**src/psq_pkg.sv**
```systemverilog
`default_nettype none
package psq_pkg;
  // program store limits
  localparam int PSQ_MAX_PHASE = 41;
  localparam logic [6:0] MAX_PH7 = 7'h29;
  localparam int LOOP_DEPTH = 3;
  localparam logic [1:0] LOOP_DEPTH2 = 2'h3;
  // pause timing: 0.1 s tick at 100 MHz
  localparam int CLK_NS = 10;
  localparam int TICK_NS = 100_000_000;
  localparam int TICK_CYC_DEF = TICK_NS / CLK_NS;
  localparam logic [3:0] TICK_LAST_SUB = 4'h9;
  // register map
  localparam logic [7:0] ADDR_PROG_LAST = 8'h28;
  localparam logic [7:0] ADDR_CTRL = 8'h40;
  localparam logic [7:0] ADDR_STAT = 8'h41;
  localparam int CTRL_ALARM_BIT = 0;
  localparam logic CTRL_ALARM_RST = 1'b0;
  // phase function codes
  typedef enum logic [3:0] {
    OP_PUMP = 4'h0,
    OP_STOP = 4'h1,
    OP_LOOP_BEGIN = 4'h2,
    OP_LOOP_FOREVER = 4'h3,
    OP_LOOP_COUNTED = 4'h4,
    OP_PAUSE = 4'h5,
    OP_JUMP_LOW = 4'h6,
    OP_TRAP_FALL = 4'h7,
    OP_TRAP_EITHER = 4'h8,
    OP_TRAP_CANCEL = 4'h9,
    OP_GOTO = 4'ha,
    OP_OUT_SET = 4'hb,
    OP_BEEP = 4'hc,
    OP_LABEL = 4'hd
  } psq_op_t;
  // one stored phase, low 12 bits of a bus word
  typedef struct packed {
    psq_op_t op;
    logic tenths;
    logic [6:0] arg;
  } psq_word_t;
  // one loop stack entry
  typedef struct packed {
    logic [5:0] target;
    logic [5:0] end_ph;
    logic [6:0] cnt;
    logic paired;
  } psq_loop_t;
  // sequencer states, gray along the usual path
  typedef enum logic [2:0] {
    S_IDLE = 3'h0,
    S_EXEC = 3'h1,
    S_PUMP = 3'h3,
    S_PAUSE = 3'h2,
    S_WAIT = 3'h6
  } psq_state_t;
endpackage
`default_nettype wire

```
**src/psq_sequencer.sv**
```systemverilog
`timescale 1ns/100ps
`default_nettype none
// How it works
// - unpaired loop end pairs latest open start
// - paired loop end counts, returns to start
// - forever loop end never falls through
// - counted end exits after nn, unpairs
// - loop stack three layers deep
// - whole-second pause up to 99
// - tenths pause, countdown shows one
// - zero pause waits for start trigger
// - three start sources; other key stops a wait
// - buzzer on while waiting, alarms on
// - jump when program input low
// - event setup arms single-shot trap
// - falling edge fires trap
// - fire aborts, jumps, disarms
// - new arm overwrites old trap
// - either-edge trap variant
// - trap cancel disarms, no jump
// - output set drives level 0 or 1
// - past phase 41 acts as stop
// - stop ends; next start at phase 1
// - goto continues at given phase
module psq_sequencer #(
  parameter int TICK_CYC = psq_pkg::TICK_CYC_DEF
) (
  // clock and reset
  input wire logic clk_in,
  input wire logic rst_n_in,
  // register port
  input wire logic [7:0] addr_in,
  input wire logic [15:0] wdata_in,
  input wire logic wr_in,
  input wire logic rd_in,
  output logic [15:0] rdata_out,
  // start and key sources
  input wire logic start_key_in,
  input wire logic other_key_in,
  input wire logic ext_trig_in,
  input wire logic serial_start_in,
  // logic-level lines
  input wire logic event_in,
  input wire logic prog_in_in,
  output logic prog_out_out,
  // pump engine handshake
  output logic pump_req_out,
  output logic pump_abort_out,
  input wire logic pump_done_in,
  // status
  output logic [5:0] phase_out,
  output logic running_out,
  output logic buzzer_out,
  output logic beep_out,
  output logic [6:0] countdown_out,
  output logic trap_armed_out
);
  import psq_pkg::*;

  // program store, phase n at index n-1
  psq_word_t prog [PSQ_MAX_PHASE];
  psq_state_t state; // sequencer state
  logic [5:0] phase; // current phase
  logic alarm_en; // control bit
  // loop stack
  psq_loop_t stk [LOOP_DEPTH];
  logic [1:0] sp; // entries in use
  // trap
  logic armed;
  logic either; // either-edge mode
  logic [6:0] trap_tgt;
  // pause timer
  logic [23:0] ctr; // cycles within a tick
  logic [3:0] sub; // ticks within a second
  logic [6:0] left; // units left
  logic tenths; // unit is one tick
  // synchronisers
  logic ev_s1, ev_s2, ev_s3;
  logic in_s1, in_s2;

  // decode of the current phase
  wire logic [5:0] idx = 6'(phase - 6'h01);
  wire psq_word_t cur_w = prog[idx];
  wire logic [6:0] seq7 = 7'({1'b0, phase} + 7'h01);
  wire logic run_st = state != S_IDLE;
  wire logic start_any = start_key_in | ext_trig_in | serial_start_in;
  wire logic is_loop_end = cur_w.op == OP_LOOP_FOREVER ||
                           cur_w.op == OP_LOOP_COUNTED;

  // edges seen only on the settled copies
  wire logic ev_fall = ev_s3 & ~ev_s2;
  wire logic ev_rise = ~ev_s3 & ev_s2;
  wire logic trap_fire = armed && run_st &&
                         (ev_fall || (either && ev_rise));
  wire logic exec_en = state == S_EXEC && !trap_fire;

  // loop pairing decode
  wire logic [1:0] sp_m1 = 2'(sp - 2'h1);
  wire psq_loop_t top_e = (sp == 2'h0) ? '0 : stk[sp_m1];
  wire logic top_hit = sp != 2'h0 && top_e.paired &&
                       top_e.end_ph == phase;
  wire logic pair_top = sp != 2'h0 && !top_e.paired;
  wire logic own_top = top_hit | pair_top;
  wire logic [6:0] cnt_now = top_hit ? top_e.cnt : cur_w.arg;
  wire logic [6:0] cnt_dec = 7'(cnt_now - 7'h01);
  wire logic loop_done = cur_w.op == OP_LOOP_COUNTED &&
                         cnt_now <= 7'h01;
  wire logic [6:0] loop_tgt = loop_done ? seq7 :
                   own_top ? {1'b0, top_e.target} : 7'h01;
  wire psq_loop_t new_e = '{
    target: own_top ? top_e.target : 6'h01,
    end_ph: phase, cnt: cnt_dec, paired: 1'b1};

  // pause timer decode
  wire logic tick = ctr == 24'(TICK_CYC - 1);
  wire logic last_sub = tenths || sub == TICK_LAST_SUB;
  wire logic pause_end = state == S_PAUSE && tick && last_sub &&
                         left == 7'h01;

  // branch target of the executing phase
  logic [6:0] exec_tgt;
  always_comb begin
    case (cur_w.op)
      OP_GOTO: exec_tgt = cur_w.arg;
      OP_JUMP_LOW: exec_tgt = in_s2 ? seq7 : cur_w.arg;
      OP_LOOP_FOREVER,
      OP_LOOP_COUNTED: exec_tgt = loop_tgt;
      default: exec_tgt = seq7;
    endcase
  end

  // one target path for every advance and branch; trap, stop and resets set phase directly
  wire logic [6:0] jump_tgt = state == S_EXEC ? exec_tgt : seq7;
  wire logic jump_ok = jump_tgt != 7'h00 && jump_tgt <= MAX_PH7;
  wire logic trap_ok = trap_tgt != 7'h00 && trap_tgt <= MAX_PH7;

  always_ff @(posedge clk_in) begin
    ev_s1 <= event_in;
    ev_s2 <= ev_s1;
    ev_s3 <= ev_s2;
    in_s1 <= prog_in_in;
    in_s2 <= in_s1;
  end

  // program store writes, no reset needed
  always_ff @(posedge clk_in) begin
    if (wr_in && addr_in <= ADDR_PROG_LAST) begin
      prog[addr_in[5:0]] <= psq_word_t'(wdata_in[11:0]);
    end
  end

  // status word for reads
  wire logic [15:0] stat_w = {3'h0, prog_out_out, phase, state,
                              sp, armed};
  wire logic [15:0] rd_mux =
    (addr_in <= ADDR_PROG_LAST) ? {4'h0, prog[addr_in[5:0]]} :
    (addr_in == ADDR_CTRL) ? {15'h0000, alarm_en} :
    (addr_in == ADDR_STAT) ? stat_w : 16'h0000;

  // control register and read answer
  always_ff @(posedge clk_in) begin
    if (!rst_n_in) begin
      alarm_en <= CTRL_ALARM_RST;
      rdata_out <= 16'h0000;
    end else begin
      // data stand only in the cycle after the strobe
      rdata_out <= rd_in ? rd_mux : 16'h0000;
      if (wr_in && addr_in == ADDR_CTRL) begin
        alarm_en <= wdata_in[CTRL_ALARM_BIT];
      end
    end
  end

  // loop stack upkeep
  always_ff @(posedge clk_in) begin
    if (!rst_n_in) begin
      sp <= 2'h0;
    end else if (state == S_IDLE && start_any) begin
      sp <= 2'h0;
    end else if (exec_en && cur_w.op == OP_LOOP_BEGIN) begin
      if (sp < LOOP_DEPTH2) begin
        stk[sp] <= '{seq7[5:0], 6'h00, 7'h00, 1'b0};
        sp <= 2'(sp + 2'h1);
      end
    end else if (exec_en && is_loop_end) begin
      if (loop_done) begin
        if (own_top) begin
          sp <= sp_m1;
        end
      end else if (own_top) begin
        stk[sp_m1] <= new_e;
      end else if (sp < LOOP_DEPTH2) begin
        stk[sp] <= new_e;
        sp <= 2'(sp + 2'h1);
      end
    end
  end

  // background event trap
  always_ff @(posedge clk_in) begin
    if (!rst_n_in) begin
      armed <= 1'b0;
      either <= 1'b0;
      trap_tgt <= 7'h00;
    end else if (trap_fire) begin
      armed <= 1'b0;
    end else if (state == S_IDLE && start_any) begin
      armed <= 1'b0; // fresh program, no trap
    end else if (exec_en) begin
      case (cur_w.op)
        OP_TRAP_FALL, OP_TRAP_EITHER: begin
          armed <= 1'b1;
          either <= cur_w.op == OP_TRAP_EITHER;
          trap_tgt <= cur_w.arg;
        end
        OP_TRAP_CANCEL: armed <= 1'b0;
        default: armed <= armed;
      endcase
    end
  end

  // pause timer
  always_ff @(posedge clk_in) begin
    if (!rst_n_in) begin
      ctr <= 24'h000000;
      sub <= 4'h0;
      left <= 7'h00;
      tenths <= 1'b0;
    end else if (exec_en && cur_w.op == OP_PAUSE) begin
      ctr <= 24'h000000;
      sub <= 4'h0;
      left <= cur_w.arg;
      tenths <= cur_w.tenths;
    end else if (state == S_PAUSE) begin
      if (tick) begin
        ctr <= 24'h000000;
        // one tick per unit in tenths
        if (last_sub) begin
          sub <= 4'h0;
          left <= 7'(left - 7'h01);
        end else begin
          sub <= 4'(sub + 4'h1);
        end
      end else begin
        ctr <= 24'(ctr + 24'h000001);
      end
    end
  end

  // main sequencer
  always_ff @(posedge clk_in) begin
    pump_req_out <= 1'b0;
    pump_abort_out <= 1'b0;
    beep_out <= 1'b0;
    if (!rst_n_in) begin
      state <= S_IDLE;
      phase <= 6'h01;
      prog_out_out <= 1'b0;
    end else if (trap_fire) begin
      pump_abort_out <= state == S_PUMP;
      phase <= trap_ok ? trap_tgt[5:0] : 6'h01;
      state <= trap_ok ? S_EXEC : S_IDLE;
    end else begin
      case (state)
        S_IDLE: begin
          // program always starts at phase 1
          phase <= 6'h01;
          if (start_any) begin
            state <= S_EXEC;
          end
        end
        S_EXEC: begin
          case (cur_w.op)
            OP_PUMP: begin
              pump_req_out <= 1'b1;
              state <= S_PUMP;
            end
            OP_STOP: begin
              state <= S_IDLE;
              phase <= 6'h01;
            end
            OP_PAUSE: begin
              state <= cur_w.arg == 7'h00 ? S_WAIT : S_PAUSE;
            end
            default: begin
              phase <= jump_ok ? jump_tgt[5:0] : 6'h01;
              state <= jump_ok ? S_EXEC : S_IDLE;
              if (cur_w.op == OP_OUT_SET) begin
                prog_out_out <= cur_w.arg[0];
              end
              if (cur_w.op == OP_BEEP) begin
                beep_out <= 1'b1;
              end
            end
          endcase
        end
        S_PUMP: begin
          if (start_key_in) begin
            // key stops a running program
            pump_abort_out <= 1'b1;
            state <= S_IDLE;
          end else if (pump_done_in) begin
            phase <= jump_ok ? jump_tgt[5:0] : 6'h01;
            state <= jump_ok ? S_EXEC : S_IDLE;
          end
        end
        S_PAUSE: begin
          if (start_key_in) begin
            state <= S_IDLE;
          end else if (pause_end) begin
            phase <= jump_ok ? jump_tgt[5:0] : 6'h01;
            state <= jump_ok ? S_EXEC : S_IDLE;
          end
        end
        S_WAIT: begin
          // any source resumes; other key resets
          if (start_any) begin
            phase <= jump_ok ? jump_tgt[5:0] : 6'h01;
            state <= jump_ok ? S_EXEC : S_IDLE;
          end else if (other_key_in) begin
            state <= S_IDLE;
            phase <= 6'h01;
          end
        end
        default: state <= S_IDLE;
      endcase
    end
  end

  // registered status outputs, one cycle behind state
  always_ff @(posedge clk_in) begin
    if (!rst_n_in) begin
      running_out <= 1'b0;
      buzzer_out <= 1'b0;
      countdown_out <= 7'h00;
    end else begin
      running_out <= run_st;
      buzzer_out <= alarm_en && state == S_WAIT;
      countdown_out <= state != S_PAUSE ? 7'h00 :
                       tenths ? 7'h01 : left;
    end
  end

  assign phase_out = phase;
  assign trap_armed_out = armed;

  // trap jumps to its stored target
  trap_jump_a: assert property (@(posedge clk_in)
    disable iff (!rst_n_in)
    trap_fire && trap_ok |=> state == S_EXEC &&
      phase == $past(trap_tgt[5:0]) && !armed)
    else $error("trap did not jump");

  // falling edge while armed must fire
  fall_fire_a: assert property (@(posedge clk_in)
    disable iff (!rst_n_in)
    $fell(ev_s2) && armed && run_st |-> trap_fire)
    else $error("falling edge missed");

  // rising edge fires only in either mode
  rise_mode_a: assert property (@(posedge clk_in)
    disable iff (!rst_n_in)
    $rose(ev_s2) && armed && !either |-> !trap_fire)
    else $error("rising edge fired fall trap");

  // output phase sets level
  out_set_a: assert property (@(posedge clk_in)
    disable iff (!rst_n_in)
    exec_en && cur_w.op == OP_OUT_SET |=>
      prog_out_out == $past(cur_w.arg[0]))
    else $error("output level wrong");

  // buzzer follows the wait
  wait_buzz_a: assert property (@(posedge clk_in)
    disable iff (!rst_n_in)
    state == S_WAIT && alarm_en ##1 state == S_WAIT
      |-> buzzer_out)
    else $error("buzzer silent in wait");

  // input low takes the branch
  jump_low_a: assert property (@(posedge clk_in)
    disable iff (!rst_n_in)
    exec_en && cur_w.op == OP_JUMP_LOW && !in_s2 && jump_ok
      |=> phase == $past(cur_w.arg[5:0]))
    else $error("conditional jump wrong");

  // last phase falls off into idle
  past_max_a: assert property (@(posedge clk_in)
    disable iff (!rst_n_in)
    exec_en && phase == 6'h29 && cur_w.op == OP_LABEL
      |=> state == S_IDLE ##1 !running_out)
    else $error("no stop past last phase");

  // forever loop never falls through
  forever_a: assert property (@(posedge clk_in)
    disable iff (!rst_n_in)
    exec_en && cur_w.op == OP_LOOP_FOREVER |=>
      phase != 6'($past(phase) + 6'h01) || $past(own_top) == 1'b0
      && $past(phase) == 6'h00)
    else $error("forever loop fell through");

  // stack never exceeds three
  depth_a: assert property (@(posedge clk_in)
    disable iff (!rst_n_in)
    sp <= LOOP_DEPTH2)
    else $error("loop stack overflow");

  // zero pause resumes at next phase
  wait_start_a: assert property (@(posedge clk_in)
    disable iff (!rst_n_in)
    state == S_WAIT && start_any && !trap_fire && jump_ok
      |=> state == S_EXEC && phase == 6'($past(phase) + 6'h01))
    else $error("wait did not resume");
endmodule // psq_sequencer
`default_nettype wire

```
**config.mk**
```make
export PLATFORM = sky130hd
export DESIGN_NAME = psq_sequencer
export DESIGN_NICKNAME = d
export VERILOG_FILES = /design/src/psq_pkg.sv /design/src/psq_sequencer.sv
export SDC_FILE = /design/constraint.sdc
export NUM_CORES = 1
export LEC_CHECK = 0
export ABC_AREA = 1
export BUFFER_PORTS_ARGS = -buffer_cell sky130_fd_sc_hd__buf_2
export CAP_MARGIN = 20
export CORE_MARGIN = 1
export CORE_UTILIZATION = 50
export CTS_CLUSTER_SIZE = 25
export DETAILED_ROUTE_END_ITERATION = 10
export HOLD_SLACK_MARGIN = 0.08
export PLACE_DENSITY = 0.72
export SLEW_MARGIN = 20
export SYNTH_ARGS = -nofsm -noshare
export SYNTH_HDL_FRONTEND = slang
export SYNTH_SLANG_ARGS = --single-unit
```
**constraint.sdc**
```tcl
create_clock -name clk_in -period 16.3 [get_ports clk_in]
set_input_delay 0 -clock clk_in [delete_from_list [all_inputs] [get_ports clk_in]]
set_output_delay 0 -clock clk_in [all_outputs]
set_load 0.005 [all_outputs]
```
==> reports/qor.csv <==
metric,value,unit
synth_area_leader_cell,sky130_fd_sc_hd__edfxtp_1,
netlist_top_cells_count,"sky130_fd_sc_hd__nand2_1 (659), sky130_fd_sc_hd__edfxtp_1 (552), sky130_fd_sc_hd__nand3_1 (438)",
fp.coreArea,63400,um2
slew_viol_final,0,
synth.ff_latch_count,640,
achievable-frequency,131,MHz
clock_tree.buffer_depth,3,
initial_cell_density_of_the_core,50.9,%
max-cap-violations,0,
num_vias,26958,
dp_hpwl,58300,um
drt_first_pass_iters,7,
setup.worst_path.class,register to register,
final.setup.tns,0,ns
timing.critical_path.from_type,register,
endpoint_kind,register,
critical_path_buf_inv_count,7,
layout.cell_area.non_filler,35600,um2
yosysTopAreaCellShare,51.4,%
postSynthAreaPerCell,9.32,um2
area_taken_by_multi_input_logic_gates,11500,um2
first_global_vias,25263,
synth_seq_area_share,56.8,%
power.total,5.17,mW
syn-cell-area,32300,um2
unique_cell_type_count_in_the_yosys_netlist,64,
leakage,13.3,nW
final_period_minus_worst_setup_slack,7.61,ns
drt_wl_total,99600,um
synth_top_cells_by_area,"sky130_fd_sc_hd__edfxtp_1 (51%), sky130_fd_sc_hd__nand2_1 (7.7%), sky130_fd_sc_hd__nand3_1 (6.8%)",
setup_violations,0,
cts-buffers-inserted,70,
timing.critical_path.max_delay_family,simple AND/OR/NAND/NOR gates,
clock-root-buffer,sky130_fd_sc_hd__clkbuf_16,
cts_post_setup_buffers_inserted,0,
nFillCells,5504,
gr-usage-all-layers,29.8,%
yosys.cell_count.top_type,sky130_fd_sc_hd__nand2_1,
io_count,71,
worstMarginPinSlew,1.04,ns
final_net_count,3529,
synth-edff-count,552,
hold_viol_final,0,
clkTransAtPathRegs,0.06,ns
dieHeight,256,um
post-route-period-util,46.7,%
timing.critical_path.required,16.58,ns
placement.cell_area,33100,um2
design.die.area,65600,um2
worst_path_largest_cell_delay,0.82,ns
worst-endpoint-arrival,7.89,ns
tritoncts_clock_tree,built,
timing.slew.headroom,30.5,%
drt_first_iter_violations,3874,
power.density_cell_area,145,nW/um2
most_used_dff_post_synth,sky130_fd_sc_hd__edfxtp_1,
min_path_type,primary input to register,
fin_skew,0.0330,ns
flow.area_growth_from_synthesis,10.2,%
grt_start_max_net_pins,197,
cp_common_cell,sky130_fd_sc_hd__nand2_1,
antenna_violating_nets_remaining,0,
antenna_cells,0,
wl_per_cell,22.8,um
h-tree-depth,3,
cts_num_sinks,640,
grt_first_pass_wirelength,149000,um
irDropWorstVdd,0.102,mV
worst_hold_slack,0.111,ns
remaining_drc_errors,0,
worst_path_max_delay_cell,sky130_fd_sc_hd__dfxtp_4,
register_area,18300,um2
final.setup.worst_slack,8.69,ns
outcome,"complete, no violations",
sum_of_overflow_across_all_layers_after_global_routing,0,
io_buffer_count,63,
synthesis.yosys.warnings,0,
critPathMaxFanout,62,
dieWidth,256,um
post_place_setup_slack,8.91,ns
route.detailed.vias_per_inst,6.16,
clk_latency,0.62,ns
core.rowCount,92,
ys_async_sr_fraction,0,%
finalWeightedCongestion,0.978,
unrepaired_setup_endpoints_after_global_routing,no,
antenna_violations_before_repair,1,
number_of_cells_produced_by_synthesis,3462,
final_layout_size_suffix_gt1_share,9.29,%
[cells in the final DEF, fill, tap and decap left out, types with 9 or more instances in the layout]
| cell | n |
|---|---|
| sky130_fd_sc_hd__a31oi_1 | 24 |
| sky130_fd_sc_hd__dfxtp_1 | 87 |
| sky130_fd_sc_hd__a21oi_1 | 187 |
| sky130_fd_sc_hd__nand3_1 | 438 |
| sky130_fd_sc_hd__nor2_1 | 240 |
| sky130_fd_sc_hd__nor3_1 | 26 |
| sky130_fd_sc_hd__xor2_1 | 14 |
| sky130_fd_sc_hd__edfxtp_1 | 552 |
| sky130_fd_sc_hd__o2111ai_1 | 17 |
| sky130_fd_sc_hd__o21ai_0 | 270 |
| sky130_fd_sc_hd__nand2_1 | 658 |
| sky130_fd_sc_hd__nand2_2 | 26 |
| sky130_fd_sc_hd__nor2_2 | 10 |
| sky130_fd_sc_hd__dlygate4sd3_1 | 30 |
| sky130_fd_sc_hd__a221oi_1 | 10 |
| sky130_fd_sc_hd__o211ai_1 | 89 |
| sky130_fd_sc_hd__clkbuf_1 | 16 |
| sky130_fd_sc_hd__o221ai_1 | 63 |
| sky130_fd_sc_hd__clkinv_1 | 16 |
| sky130_fd_sc_hd__inv_1 | 314 |
| sky130_fd_sc_hd__inv_2 | 16 |
| sky130_fd_sc_hd__nand4_1 | 27 |
| sky130_fd_sc_hd__a221o_1 | 9 |
| sky130_fd_sc_hd__clkinv_2 | 9 |
| sky130_fd_sc_hd__buf_2 | 62 |
| sky130_fd_sc_hd__clkbuf_16 | 73 |
| sky130_fd_sc_hd__nor2_4 | 12 |
| sky130_fd_sc_hd__o21ai_1 | 43 |
| sky130_fd_sc_hd__ha_1 | 12 |
| sky130_fd_sc_hd__nor4_1 | 9 |
| sky130_fd_sc_hd__buf_4 | 69 |
[sequential cells by signal, indices dropped and copies added (netlist names), 2 cells and up]
name and count:
trap_tgt 7, left 7, state 3, stk 60, sp 2, countdown_out 7
prog 492, ctr 24, phase_out 6, sub 4, rdata_out 13
[per-stage QoR]
| step | utilization (%) | instances |
|---|---|---|
| global route | 56.1 | 4378 |
| global placement | 52.1 | 4225 |
| floorplan | - | 3464 |
| detailed placement | 52.1 | 4225 |
| CTS | 56.1 | 4378 |
| finish | 56.1 | 4378 |
[timing repair]
| item | 4_1_cts | 5_1_grt |
|---|---|---|
| endpoints found under the hold margin | 481 | 0 |
| gates resized for setup | 0 | 0 |
| hold buffers | 30 | 0 |
[metal layers]
metal / vias to the layer above / wire length (um) / part of all wire, % / global-route usage, %
li1: 12215 / - / - / -
met1: 12707 / 37400 / 38 / 39.1
met2: 1726 / 45100 / 45 / 46.0
met3: 308 / 12500 / 13 / 7.60
met4: 2 / 4680 / 4.7 / 14.4
met5: - / 13 / 0.013 / 0
[where the power goes]
group	internal [mW]	total (mW)	switching, mW
Clock	0.908	1.56	0.651
Sequential	1.82	1.86	0.0419
Combinational	0.456	1.75	1.29
Total	3.19	5.17	1.99
[path summary, 6_finish.rpt]
check | start | to | slack (ns) | cells after the start
max | phase_out[0] | stk[1][5] | 8.69 | 25
min | wdata_in[2] | prog[8][2] | 0.11 | 1
max reg2reg | phase_out[0] | stk[1][5] | 8.69 | 25
min reg2reg | in_s1 | in_s2 | 0.33 | 0
[cells by family after synthesis]
family | synth area share, %
AOI/OAI and AO/OA | 14.0
xor gates and xnor gates | 0.597
adders and majority gates | 0.504
buffers and inverters | 7.79
DFF | 56.8
other | 0.0116
and+or+nand+nor | 20.3
[area by class of cell]
| type | count | share of cell area, % |
|---|---|---|
| multi-input combinational | 2264 | 32.3 |
| clock buffer | 91 | 5.38 |
| sequential | 640 | 51.5 |
| timing repair buffer | 163 | 3.28 |
| tap | 846 | 2.97 |
| inverter | 342 | 3.67 |
| clock inverter | 32 | 0.854 |
(Power assumes the default switching activity.)
